`src/core/uep_pkg.sv`:
```
// Purpose: Shared constants and carriers for the endpoint 0, session and test block
// Assumes: 200 MHz clock, register port with 16-bit data
// Notes: All control state resets to zero except the link speed, which resets to SPD_FULL
package uep_pkg;
	// Register offsets on the plain register port
	localparam logic [3:0] OFS_TEST = 4'h0;
	localparam logic [3:0] OFS_ROLE = 4'h1;
	localparam logic [3:0] OFS_EP0 = 4'h2;
	localparam logic [3:0] OFS_CNT0 = 4'h3;
	localparam logic [3:0] OFS_CFG = 4'h4;
	localparam logic [3:0] OFS_NAKL = 4'h5;
	// Test mode control bits
	localparam int TB_HOST = 7;
	localparam int TB_LOOP = 6;
	localparam int TB_FS = 5;
	localparam int TB_HS = 4;
	localparam int TB_PKT = 3;
	localparam int TB_K = 2;
	localparam int TB_J = 1;
	localparam int TB_NAK = 0;
	// Device role control and status bits
	localparam int RB_BDEV = 7;
	localparam int RB_FSP = 6;
	localparam int RB_LSP = 5;
	localparam int RB_VBH = 4;
	localparam int RB_VBL = 3;
	localparam int RB_HOST = 2;
	localparam int RB_HREQ = 1;
	localparam int RB_SESS = 0;
	// Endpoint 0 control/status bits
	localparam int CB_NOPING = 11;
	localparam int CB_FLUSH = 8;
	localparam int CB_ACKEE = 7;
	localparam int CB_NAKTO = 7;
	localparam int CB_ACKRX = 6;
	localparam int CB_STATUS = 6;
	localparam int CB_STALLREQ = 5;
	localparam int CB_INREQ = 5;
	localparam int CB_EARLY = 4;
	localparam int CB_ERR = 4;
	localparam int CB_LAST = 3;
	localparam int CB_SETUP = 3;
	localparam int CB_SSENT = 2;
	localparam int CB_SRX = 2;
	localparam int CB_TXL = 1;
	localparam int CB_RXP = 0;
	// Fixed build options: amalgamation, splitting, byte order, hb rx, hb tx,
	// dynamic fifo, soft connect, phy data width (0 = 8 bit)
	localparam logic [7:0] CFG_FLAGS = 8'h03;
	// Retries without an answer before the error flag
	localparam logic [1:0] RETRY_LIMIT = 2'h3;
	localparam logic [15:0] ZERO16 = 16'h0000;
	// Link speed, one-hot
	typedef enum logic [2:0] {
		SPD_LOW = 3'b001,
		SPD_FULL = 3'b010,
		SPD_HIGH = 3'b100
	} uep_speed_t;
	// Events and levels from the link side, all synchronous
	typedef struct packed {
		logic usb_reset;      // Bus reset seen (peripheral)
		logic hs_chirp_ok;    // High-speed handshake succeeded during reset
		logic suspend_enter;  // Suspend entered
		logic suspended;      // Suspend level
		logic id_b;           // Cable id says B device
		logic peer_connect;   // Peer attached (host side)
		logic peer_low;       // Attached peer is low speed
		logic above_sess_end;
		logic above_a_valid;
		logic above_vbus_valid;
		logic sess_start;     // B device session began
		logic sess_end;       // B device session ended
		logic hnp_done;       // Host negotiation finished
		logic tx_sent;        // Endpoint 0 packet went out
		logic rx_got;         // Endpoint 0 packet arrived
		logic [7:0] rx_bytes; // Bytes now in the endpoint 0 fifo
		logic ctrl_done;      // Control transfer ended
		logic stall_sent;     // STALL handshake went out
		logic stall_got;      // STALL handshake received (host)
		logic nak_got;        // NAK received (host)
		logic ack_got;        // Any other handshake or data answer (host)
		logic no_answer;      // One attempt timed out (host)
		logic frame_tick;     // Frame or microframe start
		logic loop_done;      // Fifo loopback copy finished
	} uep_link_in_t;
	// Commands and status toward the link side
	typedef struct packed {
		uep_speed_t speed;
		logic host_mode;
		logic test_packet;
		logic drive_k;
		logic drive_j;
		logic nak_all_in;
		logic srp_start;      // Pulse
		logic hnp_start;      // Pulse
		logic soft_disc;      // Pulse
		logic fifo_flush;     // Pulse
		logic loop_move;      // Pulse
		logic ep0_event;      // Pulse toward the interrupt logic
		logic tx_armed;
		logic send_stall;
		logic setup_sel;
		logic force_data1;
		logic in_req;
		logic no_ping;
		logic ep0_halted;
	} uep_link_out_t;
endpackage

```
`src/core/uep_ep0_ctrl.sv`:
```
// Purpose: Endpoint 0 handshaking, session/role status and high-speed test modes
// Assumes: Link events are synchronous one-cycle pulses; register read data one cycle late
// Notes: All outputs come from the state flip-flops
//
// Added by the designer: the strobed register port and the placing of the registers.
`timescale 1ns/1ps
`default_nettype none
module uep_ep0_ctrl (
	input wire logic clock,
	input wire logic nrst,
	input wire logic [3:0] reg_addr,
	input wire logic [15:0] reg_wdata,
	input wire logic reg_wr,
	input wire logic reg_rd,
	output logic [15:0] reg_rdata,
	input wire uep_pkg::uep_link_in_t link_in,
	output uep_pkg::uep_link_out_t link_out
);
	// ----------------------------------------------------------------
	// State
	// ----------------------------------------------------------------
	typedef struct packed {
		logic [15:0] rdata;
		logic [7:0] test;
		logic sess;
		logic hreq;
		logic bdev;
		logic fs_peer;
		logic ls_peer;
		logic [1:0] vbus;
		logic stall_req;
		logic early;
		logic last;
		logic ssent;
		logic txl;
		logic rxp;
		logic noping;
		logic nakto;
		logic status;
		logic inreq;
		logic err;
		logic setup;
		logic srx;
		logic [7:0] cnt;
		logic [4:0] nakl;
		logic [4:0] nak_frames;
		logic nak_run;
		logic [1:0] tries;
		uep_pkg::uep_link_out_t lo;
	} uep_state_t;

	uep_state_t st_reg;
	uep_state_t st_next;
	logic wr_test;
	logic wr_role;
	logic wr_csr;
	logic host_now;
	logic [15:0] wd;

	// Write decode
	assign wr_test = reg_wr && (reg_addr == uep_pkg::OFS_TEST);
	assign wr_role = reg_wr && (reg_addr == uep_pkg::OFS_ROLE);
	assign wr_csr = reg_wr && (reg_addr == uep_pkg::OFS_EP0);
	assign wd = reg_wdata;
	assign host_now = st_reg.lo.host_mode;

	// ----------------------------------------------------------------
	// Next state
	// ----------------------------------------------------------------
	always_comb begin
		st_next = st_reg;
		// Pulses last one cycle
		st_next.lo.srp_start = 1'b0;
		st_next.lo.hnp_start = 1'b0;
		st_next.lo.soft_disc = 1'b0;
		st_next.lo.fifo_flush = 1'b0;
		st_next.lo.loop_move = 1'b0;
		st_next.lo.ep0_event = 1'b0;

		// Test mode register: CPU fields
		if (wr_test) begin
			st_next.test[uep_pkg::TB_HOST] = wd[uep_pkg::TB_HOST];
			st_next.test[uep_pkg::TB_FS] = wd[uep_pkg::TB_FS];
			st_next.test[uep_pkg::TB_HS] = wd[uep_pkg::TB_HS];
			st_next.test[uep_pkg::TB_PKT] = wd[uep_pkg::TB_PKT];
			st_next.test[uep_pkg::TB_K] = wd[uep_pkg::TB_K];
			st_next.test[uep_pkg::TB_J] = wd[uep_pkg::TB_J];
			st_next.test[uep_pkg::TB_NAK] = wd[uep_pkg::TB_NAK];
			if (wd[uep_pkg::TB_LOOP] && !st_reg.test[uep_pkg::TB_LOOP]) begin
				st_next.test[uep_pkg::TB_LOOP] = 1'b1;
				st_next.lo.loop_move = 1'b1;
			end
		end
		// Loopback bit drops once the copy is done
		if (st_reg.test[uep_pkg::TB_LOOP] && link_in.loop_done) begin
			st_next.test[uep_pkg::TB_LOOP] = 1'b0;
		end

		// Speed on bus reset, from force bits or the chirp outcome
		if (link_in.usb_reset && !host_now) begin
			if (st_reg.test[uep_pkg::TB_HS] || link_in.hs_chirp_ok) begin
				st_next.lo.speed = uep_pkg::SPD_HIGH;
			end else begin
				st_next.lo.speed = uep_pkg::SPD_FULL;
			end
			if (st_reg.test[uep_pkg::TB_FS]) begin
				st_next.lo.speed = uep_pkg::SPD_FULL;
			end
		end

		// Test mode outputs: one at a time, high speed only
		st_next.lo.test_packet = 1'b0;
		st_next.lo.drive_k = 1'b0;
		st_next.lo.drive_j = 1'b0;
		st_next.lo.nak_all_in = 1'b0;
		if (st_reg.lo.speed == uep_pkg::SPD_HIGH) begin
			if (st_reg.test[uep_pkg::TB_PKT]) begin
				st_next.lo.test_packet = 1'b1;
			end else if (st_reg.test[uep_pkg::TB_K]) begin
				st_next.lo.drive_k = 1'b1;
			end else if (st_reg.test[uep_pkg::TB_J]) begin
				st_next.lo.drive_j = 1'b1;
			end else if (st_reg.test[uep_pkg::TB_NAK]) begin
				st_next.lo.nak_all_in = 1'b1;
			end
		end

		// Role, peer speed and VBUS level
		st_next.bdev = link_in.id_b;
		if (link_in.above_vbus_valid) begin
			st_next.vbus = 2'b11;
		end else if (link_in.above_a_valid) begin
			st_next.vbus = 2'b10;
		end else if (link_in.above_sess_end) begin
			st_next.vbus = 2'b01;
		end else begin
			st_next.vbus = 2'b00;
		end
		st_next.fs_peer = host_now && link_in.peer_connect && !link_in.peer_low;
		st_next.ls_peer = host_now && link_in.peer_connect && link_in.peer_low;

		// Session bit
		if (wr_role) begin
			st_next.hreq = wd[uep_pkg::RB_HREQ];
			if (!st_reg.bdev) begin
				st_next.sess = wd[uep_pkg::RB_SESS];
			end else if (wd[uep_pkg::RB_SESS] && !st_reg.sess) begin
				st_next.lo.srp_start = 1'b1;
			end else if (!wd[uep_pkg::RB_SESS] && link_in.suspended) begin
				st_next.sess = 1'b0;
				st_next.lo.soft_disc = 1'b1;
			end
		end
		if (st_reg.bdev && link_in.sess_end) begin
			st_next.sess = 1'b0;
		end
		if (st_reg.bdev && link_in.sess_start) begin
			st_next.sess = 1'b1;
		end

		// Host negotiation request
		if (st_reg.hreq && link_in.suspend_enter) begin
			st_next.lo.hnp_start = 1'b1;
		end
		if (st_reg.hreq && link_in.hnp_done) begin
			st_next.hreq = 1'b0;
		end

		// Host mode and forced-host speed
		st_next.lo.host_mode = st_reg.sess && (st_reg.test[uep_pkg::TB_HOST] ||
			(!st_reg.bdev && link_in.peer_connect));
		if (st_reg.sess && st_reg.test[uep_pkg::TB_HOST]) begin
			if (st_reg.test[uep_pkg::TB_HS]) begin
				st_next.lo.speed = uep_pkg::SPD_HIGH;
			end else if (st_reg.test[uep_pkg::TB_FS]) begin
				st_next.lo.speed = uep_pkg::SPD_FULL;
			end else begin
				st_next.lo.speed = uep_pkg::SPD_LOW;
			end
		end

		// Endpoint 0 software writes
		if (wr_csr) begin
			if (wd[uep_pkg::CB_TXL]) begin
				st_next.txl = 1'b1;
			end
			if (!host_now) begin
				if (wd[uep_pkg::CB_ACKEE]) begin
					st_next.early = 1'b0;
				end
				if (wd[uep_pkg::CB_ACKRX]) begin
					st_next.rxp = 1'b0;
				end
				if (wd[uep_pkg::CB_STALLREQ]) begin
					st_next.stall_req = 1'b1;
				end
				if (wd[uep_pkg::CB_LAST]) begin
					st_next.last = 1'b1;
				end
				if (!wd[uep_pkg::CB_SSENT]) begin
					st_next.ssent = 1'b0;
				end
			end else begin
				st_next.noping = wd[uep_pkg::CB_NOPING];
				st_next.status = wd[uep_pkg::CB_STATUS];
				st_next.inreq = wd[uep_pkg::CB_INREQ] | st_reg.inreq;
				st_next.setup = wd[uep_pkg::CB_SETUP];
				if (!wd[uep_pkg::CB_NAKTO]) begin
					st_next.nakto = 1'b0;
				end
				if (!wd[uep_pkg::CB_ERR]) begin
					st_next.err = 1'b0;
				end
				if (!wd[uep_pkg::CB_SRX]) begin
					st_next.srx = 1'b0;
				end
				if (!wd[uep_pkg::CB_RXP]) begin
					st_next.rxp = 1'b0;
				end
			end
			if (wd[uep_pkg::CB_FLUSH]) begin
				st_next.txl = 1'b0;
				st_next.rxp = 1'b0;
				st_next.lo.fifo_flush = 1'b1;
			end
		end

		// Link events; hardware sets win over software clears
		if (link_in.tx_sent && st_reg.txl) begin
			st_next.txl = 1'b0;
			st_next.setup = 1'b0;
			st_next.status = 1'b0;
			st_next.lo.ep0_event = 1'b1;
		end
		if (link_in.rx_got) begin
			st_next.rxp = 1'b1;
			st_next.inreq = 1'b0;
			st_next.status = 1'b0;
			st_next.lo.ep0_event = 1'b1;
		end
		if (link_in.stall_sent && st_reg.stall_req) begin
			st_next.stall_req = 1'b0;
			st_next.ssent = 1'b1;
			st_next.lo.ep0_event = 1'b1;
		end
		if (link_in.ctrl_done) begin
			st_next.last = 1'b0;
			if (!st_reg.last && !host_now) begin
				st_next.early = 1'b1;
				st_next.lo.ep0_event = 1'b1;
				st_next.lo.fifo_flush = 1'b1;
			end
		end
		if (host_now && link_in.stall_got) begin
			st_next.srx = 1'b1;
			st_next.lo.ep0_event = 1'b1;
		end

		// Attempts without any answer
		if (link_in.ack_got || link_in.nak_got || link_in.stall_got) begin
			st_next.tries = 2'b00;
		end else if (host_now && link_in.no_answer) begin
			st_next.tries = st_reg.tries + 2'b01;
			if (st_reg.tries + 2'b01 == uep_pkg::RETRY_LIMIT) begin
				st_next.err = 1'b1;
				st_next.tries = 2'b00;
				st_next.lo.ep0_event = 1'b1;
			end
		end

		// NAK limit in frames
		if (!host_now || link_in.ack_got || link_in.stall_got) begin
			st_next.nak_run = 1'b0;
			st_next.nak_frames = 5'h00;
		end else if (link_in.nak_got) begin
			st_next.nak_run = 1'b1;
		end
		if (host_now && st_reg.nak_run && link_in.frame_tick) begin
			if (st_reg.nak_frames >= st_reg.nakl) begin
				st_next.nakto = 1'b1;
				st_next.nak_run = 1'b0;
				st_next.nak_frames = 5'h00;
				st_next.lo.ep0_event = 1'b1;
			end else begin
				st_next.nak_frames = st_reg.nak_frames + 5'h01;
			end
		end
		if (reg_wr && (reg_addr == uep_pkg::OFS_NAKL)) begin
			st_next.nakl = wd[4:0];
		end

		// Received byte count
		st_next.cnt = link_in.rx_bytes;

		// Link commands
		st_next.lo.tx_armed = st_next.txl;
		st_next.lo.send_stall = st_next.stall_req;
		st_next.lo.setup_sel = st_next.setup;
		st_next.lo.force_data1 = st_next.status;
		st_next.lo.in_req = st_next.inreq && host_now;
		st_next.lo.no_ping = st_next.noping && host_now;
		st_next.lo.ep0_halted = st_next.nakto && host_now;

		// Read data, valid the cycle after the strobe
		st_next.rdata = uep_pkg::ZERO16;
		if (reg_rd) begin
			case (reg_addr)
				uep_pkg::OFS_TEST: begin
					st_next.rdata[7:0] = st_reg.test;
				end
				uep_pkg::OFS_ROLE: begin
					st_next.rdata[uep_pkg::RB_BDEV] = st_reg.bdev;
					st_next.rdata[uep_pkg::RB_FSP] = st_reg.fs_peer;
					st_next.rdata[uep_pkg::RB_LSP] = st_reg.ls_peer;
					st_next.rdata[uep_pkg::RB_VBH] = st_reg.vbus[1];
					st_next.rdata[uep_pkg::RB_VBL] = st_reg.vbus[0];
					st_next.rdata[uep_pkg::RB_HOST] = st_reg.lo.host_mode;
					st_next.rdata[uep_pkg::RB_HREQ] = st_reg.hreq;
					st_next.rdata[uep_pkg::RB_SESS] = st_reg.sess;
				end
				uep_pkg::OFS_EP0: begin
					st_next.rdata[uep_pkg::CB_TXL] = st_reg.txl;
					st_next.rdata[uep_pkg::CB_RXP] = st_reg.rxp;
					if (host_now) begin
						st_next.rdata[uep_pkg::CB_NOPING] = st_reg.noping;
						st_next.rdata[uep_pkg::CB_NAKTO] = st_reg.nakto;
						st_next.rdata[uep_pkg::CB_STATUS] = st_reg.status;
						st_next.rdata[uep_pkg::CB_INREQ] = st_reg.inreq;
						st_next.rdata[uep_pkg::CB_ERR] = st_reg.err;
						st_next.rdata[uep_pkg::CB_SETUP] = st_reg.setup;
						st_next.rdata[uep_pkg::CB_SRX] = st_reg.srx;
					end else begin
						st_next.rdata[uep_pkg::CB_STALLREQ] = st_reg.stall_req;
						st_next.rdata[uep_pkg::CB_EARLY] = st_reg.early;
						st_next.rdata[uep_pkg::CB_LAST] = st_reg.last;
						st_next.rdata[uep_pkg::CB_SSENT] = st_reg.ssent;
					end
				end
				uep_pkg::OFS_CNT0: begin
					st_next.rdata[7:0] = st_reg.cnt;
				end
				uep_pkg::OFS_CFG: begin
					st_next.rdata[7:0] = uep_pkg::CFG_FLAGS;
				end
				uep_pkg::OFS_NAKL: begin
					st_next.rdata[4:0] = st_reg.nakl;
				end
				default: begin
					st_next.rdata = uep_pkg::ZERO16;
				end
			endcase
		end
	end

	// ----------------------------------------------------------------
	// Registers
	// ----------------------------------------------------------------
	always_ff @(posedge clock or negedge nrst) begin
		if (!nrst) begin
			st_reg <= '0;
			st_reg.lo.speed <= uep_pkg::SPD_FULL;
		end else begin
			st_reg <= st_next;
		end
	end

	// Outputs straight from the state flip-flops
	assign reg_rdata = st_reg.rdata;
	assign link_out = st_reg.lo;
endmodule
`default_nettype wire

```
`config.mk`:
```
export PLATFORM = sky130hd
export DESIGN_NAME = uep_ep0_ctrl
export DESIGN_NICKNAME = d
export VERILOG_FILES = /design/src/core/uep_pkg.sv /design/src/core/uep_ep0_ctrl.sv
export SDC_FILE = /design/constraint.sdc
export NUM_CORES = 1
export LEC_CHECK = 0
export BUFFER_PORTS_ARGS = -buffer_cell sky130_fd_sc_hd__clkbuf_2
export CAP_MARGIN = 20
export CORE_ASPECT_RATIO = 2
export CORE_MARGIN = 2
export CORE_UTILIZATION = 48
export CTS_CLUSTER_SIZE = 28
export DETAILED_ROUTE_END_ITERATION = 8
export PLACE_DENSITY = 0.8
export SYNTH_ARGS = -nofsm -noshare
export SYNTH_HDL_FRONTEND = slang
export SYNTH_SLANG_ARGS = --single-unit
```
`constraint.sdc`:
```
create_clock -name clock -period 1.7 [get_ports clock]
set_input_delay 0 -clock clock [delete_from_list [all_inputs] [get_ports clock]]
set_output_delay 0 -clock clock [all_outputs]
set_load 0.05 [all_outputs]
```
==> flow_summary.toml, run 1 <==
[pwr]
total_power_mw = 5.11
p_per_area_mw_per_mm2 = 1090
irDropWorstVdd_uv = 618
leakage_nw = 2.33

[finish]
drive_gt1_share_pct = 30.6
syn_to_final_growth_pct = 29.7
n_antenna_cell = 0
largest_register_ffs = 45
finalInstanceArea_mm2 = 0.00471
nets = 508
final_core_util_pct = 64.3
stdcell_count = 543

[detailed_routing]
routed-via-count = 2857
wl_met3_um = 333
routedWlPerCell_um = 16.4
drtPass1Iterations = 4
top_layer_used = "met4"
ant_nets = 0
drc = 0
wl_met2_um = 4920
via_per_inst = 5.26
met1Wirelength_um = 3240
finalWirelength_um = 8910
drtIter0Drc = 187

[synthesis]
synth_edf_count = 0
syn_avg_cell_area_um2 = 10.6
netlist_top_cells_area = "dfrtp_1 51%, buf_4 7.7%, mux2_2 4.3%, nand2_1 3.2%, mux2i_1 2.8%"
ys_seq_elements = 75
synth_cell_type_count = 50
yosys_warnings = 0
synth_top_area_cell = "dfrtp_1"
synth_top_flop_cell = "dfrtp_1"
syn_area_mm2 = 0.00363
synthCells = 342
synthArstFlopShare_pct = 100
synth_top_cell_area_share_pct = 51.0
yosysSeqAreaShare_pct = 51.7

[timing]
worst_pin_slew_ns = 0.542
rsz0062_at_grt = "no"
tns_ns = 0
post-route-period-util_pct = 95.1
timing.hold.ws_ns = -0.00295
slew_headroom_pct = 63.5
final_hold_viol_count = 1
fmax_mhz = 618
setup_violations = 0
skew_ns = 0.00471
fin_ws_ns = 0.0825
period_needed_ns = 1.62
drv_slew = 0

[die]
row_count = 44
dieArea_mm2 = 0.00832
core_mm2 = 0.00732
chipWidth_um = 65.5
start_util_pct = 49.6
chipHeight_um = 127
io_pins = 92

[clock_tree]
htreeDepth = 3
cts_tree = "built"
cts-root-buf = "clkbuf_16"
cts_inserted_buffers = 9
cts_buffer_depth = 2
insertion_delay_ns = 0.34
clkTransAtPathRegs_ns = 0.05
cts.sinks = 75

[worst_setup_path]
rrSetupSlack_ns = 0.08
cp.required_ns = 1.98
start_kind = "register"
worstPathMaxFanout = 17
crit_type = "register to register"
arrival_ns = 1.89
worstSetupEndpointType = "register"

[placement]
place_congestion = 0.888
dp_hpwl_um = 6100
pre_cts_ws_ns = -0.0996
placed_area_mm2 = 0.00396
io_buffer_count = 78
dp.cells = 487

[global_routing]
grt_max_degree = 76
grt_pass1_vias = 2972
grt_first_pass_wirelength_um = 13900
antenna_found_initial = 0
track_usage_pct = 22.7
gr-total-overflow = 0

[run]
maxCapViolCount = 0

[run_status]
status = "finished with violations"
violations = "negative hold slack"

[worst_hold_path]
holdCritPathClass = "input pin to register"
==> routing by layer <==
metal / up-vias / GRT usage [%]
met2: 104 / 40.5
li1: 1348 / -
met1: 1375 / 24.5
met3: 30 / 2.02
met5: - / 0
met4: 0 / 15.8
==> layout by cell type (no fill, tap or decap), types with 6 or more instances in the layout <==
master and count:
o21ai_0 17, dlygate4sd3_1 40, nand3_1 7, conb_1 7
and3_1 6, mux2_2 14, clkbuf_2 77, nor2_1 21
clkbuf_16 9, mux2i_1 10, inv_1 13, nand2_1 31
a21oi_1 17, buf_4 12, dfrtp_1 74
==> cells in the mapped netlist, drive strengths merged (2+ instances only) <==
cell / n
ha: 6
nor3: 6
o22ai: 4
nor3b: 5
xnor2: 2
nor2: 23
mux2: 15
mux2i: 10
nand2b: 5
a21boi: 2
a21oi: 18
o21ai: 19
and3b: 3
buf: 42
a21o: 3
or3: 2
clkbuf: 2
and3: 6
nand4: 3
nand3: 7
o32ai: 2
mux4: 2
a22o: 3
a22oi: 4
nand3b: 3
nand2: 32
nor2b: 6
a31oi: 4
dfrtp: 74
and2: 4
inv: 15
==> power by group <==
| group | switching [mW] | leakage, nW | internal, mW |
|---|---|---|---|
| registers | 0.155 | 0.961 | 1.97 |
| clock network | 0.677 | 0.146 | 1.21 |
| logic | 0.674 | 1.22 | 0.424 |
==> kinds of logic after synthesis <==
logic type | synth area share [%]
AND/OR/NAND/NOR | 16.0
other | 0.103
buffers and inverters | 10.3
flip-flops | 51.7
AO/OA/AOI/OAI | 10.7
adder cells (fa/ha/maj) | 2.07
multiplexers | 8.65
XOR/XNOR | 0.483
==> worst max-delay path, cell delays in order (launching register included) <==
cell,delay [ns]
dfrtp_1,0.43
buf_12,0.18
nor2_1,0.18
nand2_1,0.09
mux2i_1,0.12
dlygate4sd3_1,0.56
==> layout make-up <==
type                    instances  area (µm²)
fillers                       565        2620
clock inverters                 2        35.0
multi-input cells             214        1440
repair buffers                132         921
flip-flops and latches         75        1880
inverters                      15        56.3
well taps                      92         115
clock buffers                  13         260
==> path summary, 6_finish.rpt <==
path                              start            to  cells past startpoint
max in group asynchronous          nrst  link_out[19]                      3
min in group asynchronous          nrst   link_out[0]                      3
setup reg to reg               host_now   link_out[5]                      5
hold reg to reg              st_reg[60]    st_reg[60]                      1
hold / removal             reg_wdata[0]    st_reg[62]                      2
setup / recovery               host_now   link_out[5]                      5
==> repair_timing <==
item	4_1_cts	5_1_grt
hold buffers	40	0
pin swaps	2	4
setup buffers	0	1
resized for setup	7	5
endpoints found under the hold margin	117	0
endpoints found under the setup margin	5	1
cloned	0	0
(Power assumes the default switching activity.)
==> inputs of run 2 (changes only) <==
--- a/config.mk
+++ b/config.mk
@@ -13,6 +13,7 @@
 export CTS_CLUSTER_SIZE = 28
 export DETAILED_ROUTE_END_ITERATION = 8
 export PLACE_DENSITY = 0.8
+export SETUP_SLACK_MARGIN = 0.5
 export SYNTH_ARGS = -nofsm -noshare
 export SYNTH_HDL_FRONTEND = slang
 export SYNTH_SLANG_ARGS = --single-unit
==> run 2 against run 1 <==
- clock-buffer cell count grew 2
- largest cell class unchanged
- the run now ends clean
- largest power group unchanged
- combinational power rose by 30%
- die area is the same
==> flow_summary.toml, run 2 (synthesized netlist as in run 1, its figures left out) <==
[timing]
tns_ns = 0
fmax_mhz = 616
drv_slew = 0
worst_pin_slew_ns = 0.502
post-route-period-util_pct = 95.5
slew_headroom_pct = 66.5
skew_ns = 0.00560
rsz0062_at_grt = "yes"
period_needed_ns = 1.62
final_hold_viol_count = 0
setup_violations = 0

[clock_tree]
cts_buffer_depth = 2
cts-root-buf = "clkbuf_16"
htreeDepth = 3
cts_tree = "built"
insertion_delay_ns = 0.34
cts.sinks = 75
clkTransAtPathRegs_ns = 0.05
cts_inserted_buffers = 9

[global_routing]
antenna_found_initial = 0
grt_max_degree = 41
track_usage_pct = 24.6
grt_pass1_vias = 3147
gr-total-overflow = 0
grt_first_pass_wirelength_um = 15100

[detailed_routing]
wl_met3_um = 494
drc = 0
via_per_inst = 5.41
drtIter0Drc = 134
top_layer_used = "met4"
wl_met2_um = 5430
routed-via-count = 3019
routedWlPerCell_um = 18.0
drtPass1Iterations = 5
ant_nets = 0
finalWirelength_um = 10100
met1Wirelength_um = 3500

[die]
io_pins = 92
chipWidth_um = 65.5
chipHeight_um = 127
row_count = 44
start_util_pct = 49.6
dieArea_mm2 = 0.00832
core_mm2 = 0.00732

[finish]
nets = 522
nFillCells = 466
syn_to_final_growth_pct = 42.1
layout_common_cells = "75 x clkbuf_2, 70 x dfrtp_1, 37 x dlygate4sd3_1, 29 x nand2_1, 19 x nor2_1"
drive_gt1_share_pct = 42.1
final-seq-area_mm2 = 0.00188
largest_register_ffs = 45
multi_input_area_mm2 = 0.00170
final_core_util_pct = 70.4
stdcell_count = 558
layout_commonest_cell = "clkbuf_2"
n_antenna_cell = 0

[pwr]
p_clk_share_pct = 33.8
p_per_area_mw_per_mm2 = 1050
pwr-share-seq_pct = 39.8
leakage_nw = 2.47
p_int_mw = 3.76
sw_frac_of_total_pct = 30.4
p_comb_share_pct = 26.4
total_power_mw = 5.40
p_switching_mw = 1.64
irDropWorstVdd_uv = 843

[placement]
place_congestion = 0.854
dp.cells = 480
io_buffer_count = 78
dp_hpwl_um = 6120

[worst_setup_path]
crit_type = "register to register"
start_kind = "register"
worstRegToRegCells = 7
cp-startpoint = "st_reg[31]"
r2r-start = "st_reg[31]"
worstSetupEndpointType = "register"
arrival_ns = 1.83
worstPathMaxFanout = 2
cp.required_ns = 1.91

[run_status]
status = "complete, no violations"

[worst_hold_path]
min-delay-start = "reg_wdata[6]"
holdPathStages = 2
holdCritPathClass = "input pin to register"

[run]
maxCapViolCount = 0
[run 2: changes by cell type in the layout (fill, tap and decap cells not counted), sizes merged]
cell,previous run,this run
buf,15,32
dlymetal6s4s,0,1
bufinv,1,0
clkbuf,90,91
dlygate4sd3,40,37
[run 2: final cells by class]
type	count	area share (%)
flip-flops and latches	75	36.5
multi-input cells	214	32.9
repair buffers	146	21.5
clock buffers	15	5.58
well taps	92	2.23
inverters	15	1.09
clock inverters	1	0.0970
[run 2: critical path, cell delays in order, from the launching register on]
cell and delay [ns]:
dfrtp_1 0.40, inv_2 0.09, ha_4 0.21, a21oi_4 0.14, o21ai_4 0.10, a21boi_2 0.14
nor2_1 0.08, or3_1 0.33
[run 2: layer usage]
| metal | up-vias | track usage [%] |
|---|---|---|
| met4 | 0 | 17.8 |
| met5 | - | 0 |
| met3 | 45 | 3.96 |
| met2 | 140 | 42.6 |
| met1 | 1453 | 26.3 |
| li1 | 1381 | - |
[run 2: worst paths after layout]
| check | to | slack [ns] |
|---|---|---|
| worst max-delay path | link_out[7] | 0.08 |
| worst min-delay path | link_out[8] | 0.01 |
| worst max register to register | link_out[7] | 0.08 |
| worst min register to register | st_reg[53] | 0.50 |
| max in group asynchronous | link_out[19] | 0.88 |
| min in group asynchronous | st_reg[38] | 0.18 |
[run 2: through the flow]
step | instance area [µm²] | hold WS (ns) | setup slack [ns]
global placement | 3940 | -0.0219 | 0.128
finish | 5160 | 0.0130 | 0.0764
detailed placement | 3940 | -0.0165 | 0.0233
floorplan | 3700 | -0.296 | 0.220
global route | 5160 | 0.00315 | 0.0430
CTS | 4940 | 0.00141 | 0.130
[run 2: power groups by stage]
stage          combinational (mW)  sequential (mW)  clock [mW]
3_3_place_gp                0.945             2.15           0
3_5_place_dp                0.968             2.15           0
5_1_grt                      1.51             2.16        1.95
2_1_floorplan               0.817             2.10           0
4_1_cts                      1.26             2.13        1.84
6_report                     1.43             2.15        1.82
[run 2: what timing repair did]
item,CTS,global route
gates cloned,1,0
pin swaps,18,15
hold buffers,38,1
hold endpoints to repair,78,1
setup buffers,15,8
endpoints found under the setup margin,31,37
resized for setup,48,39
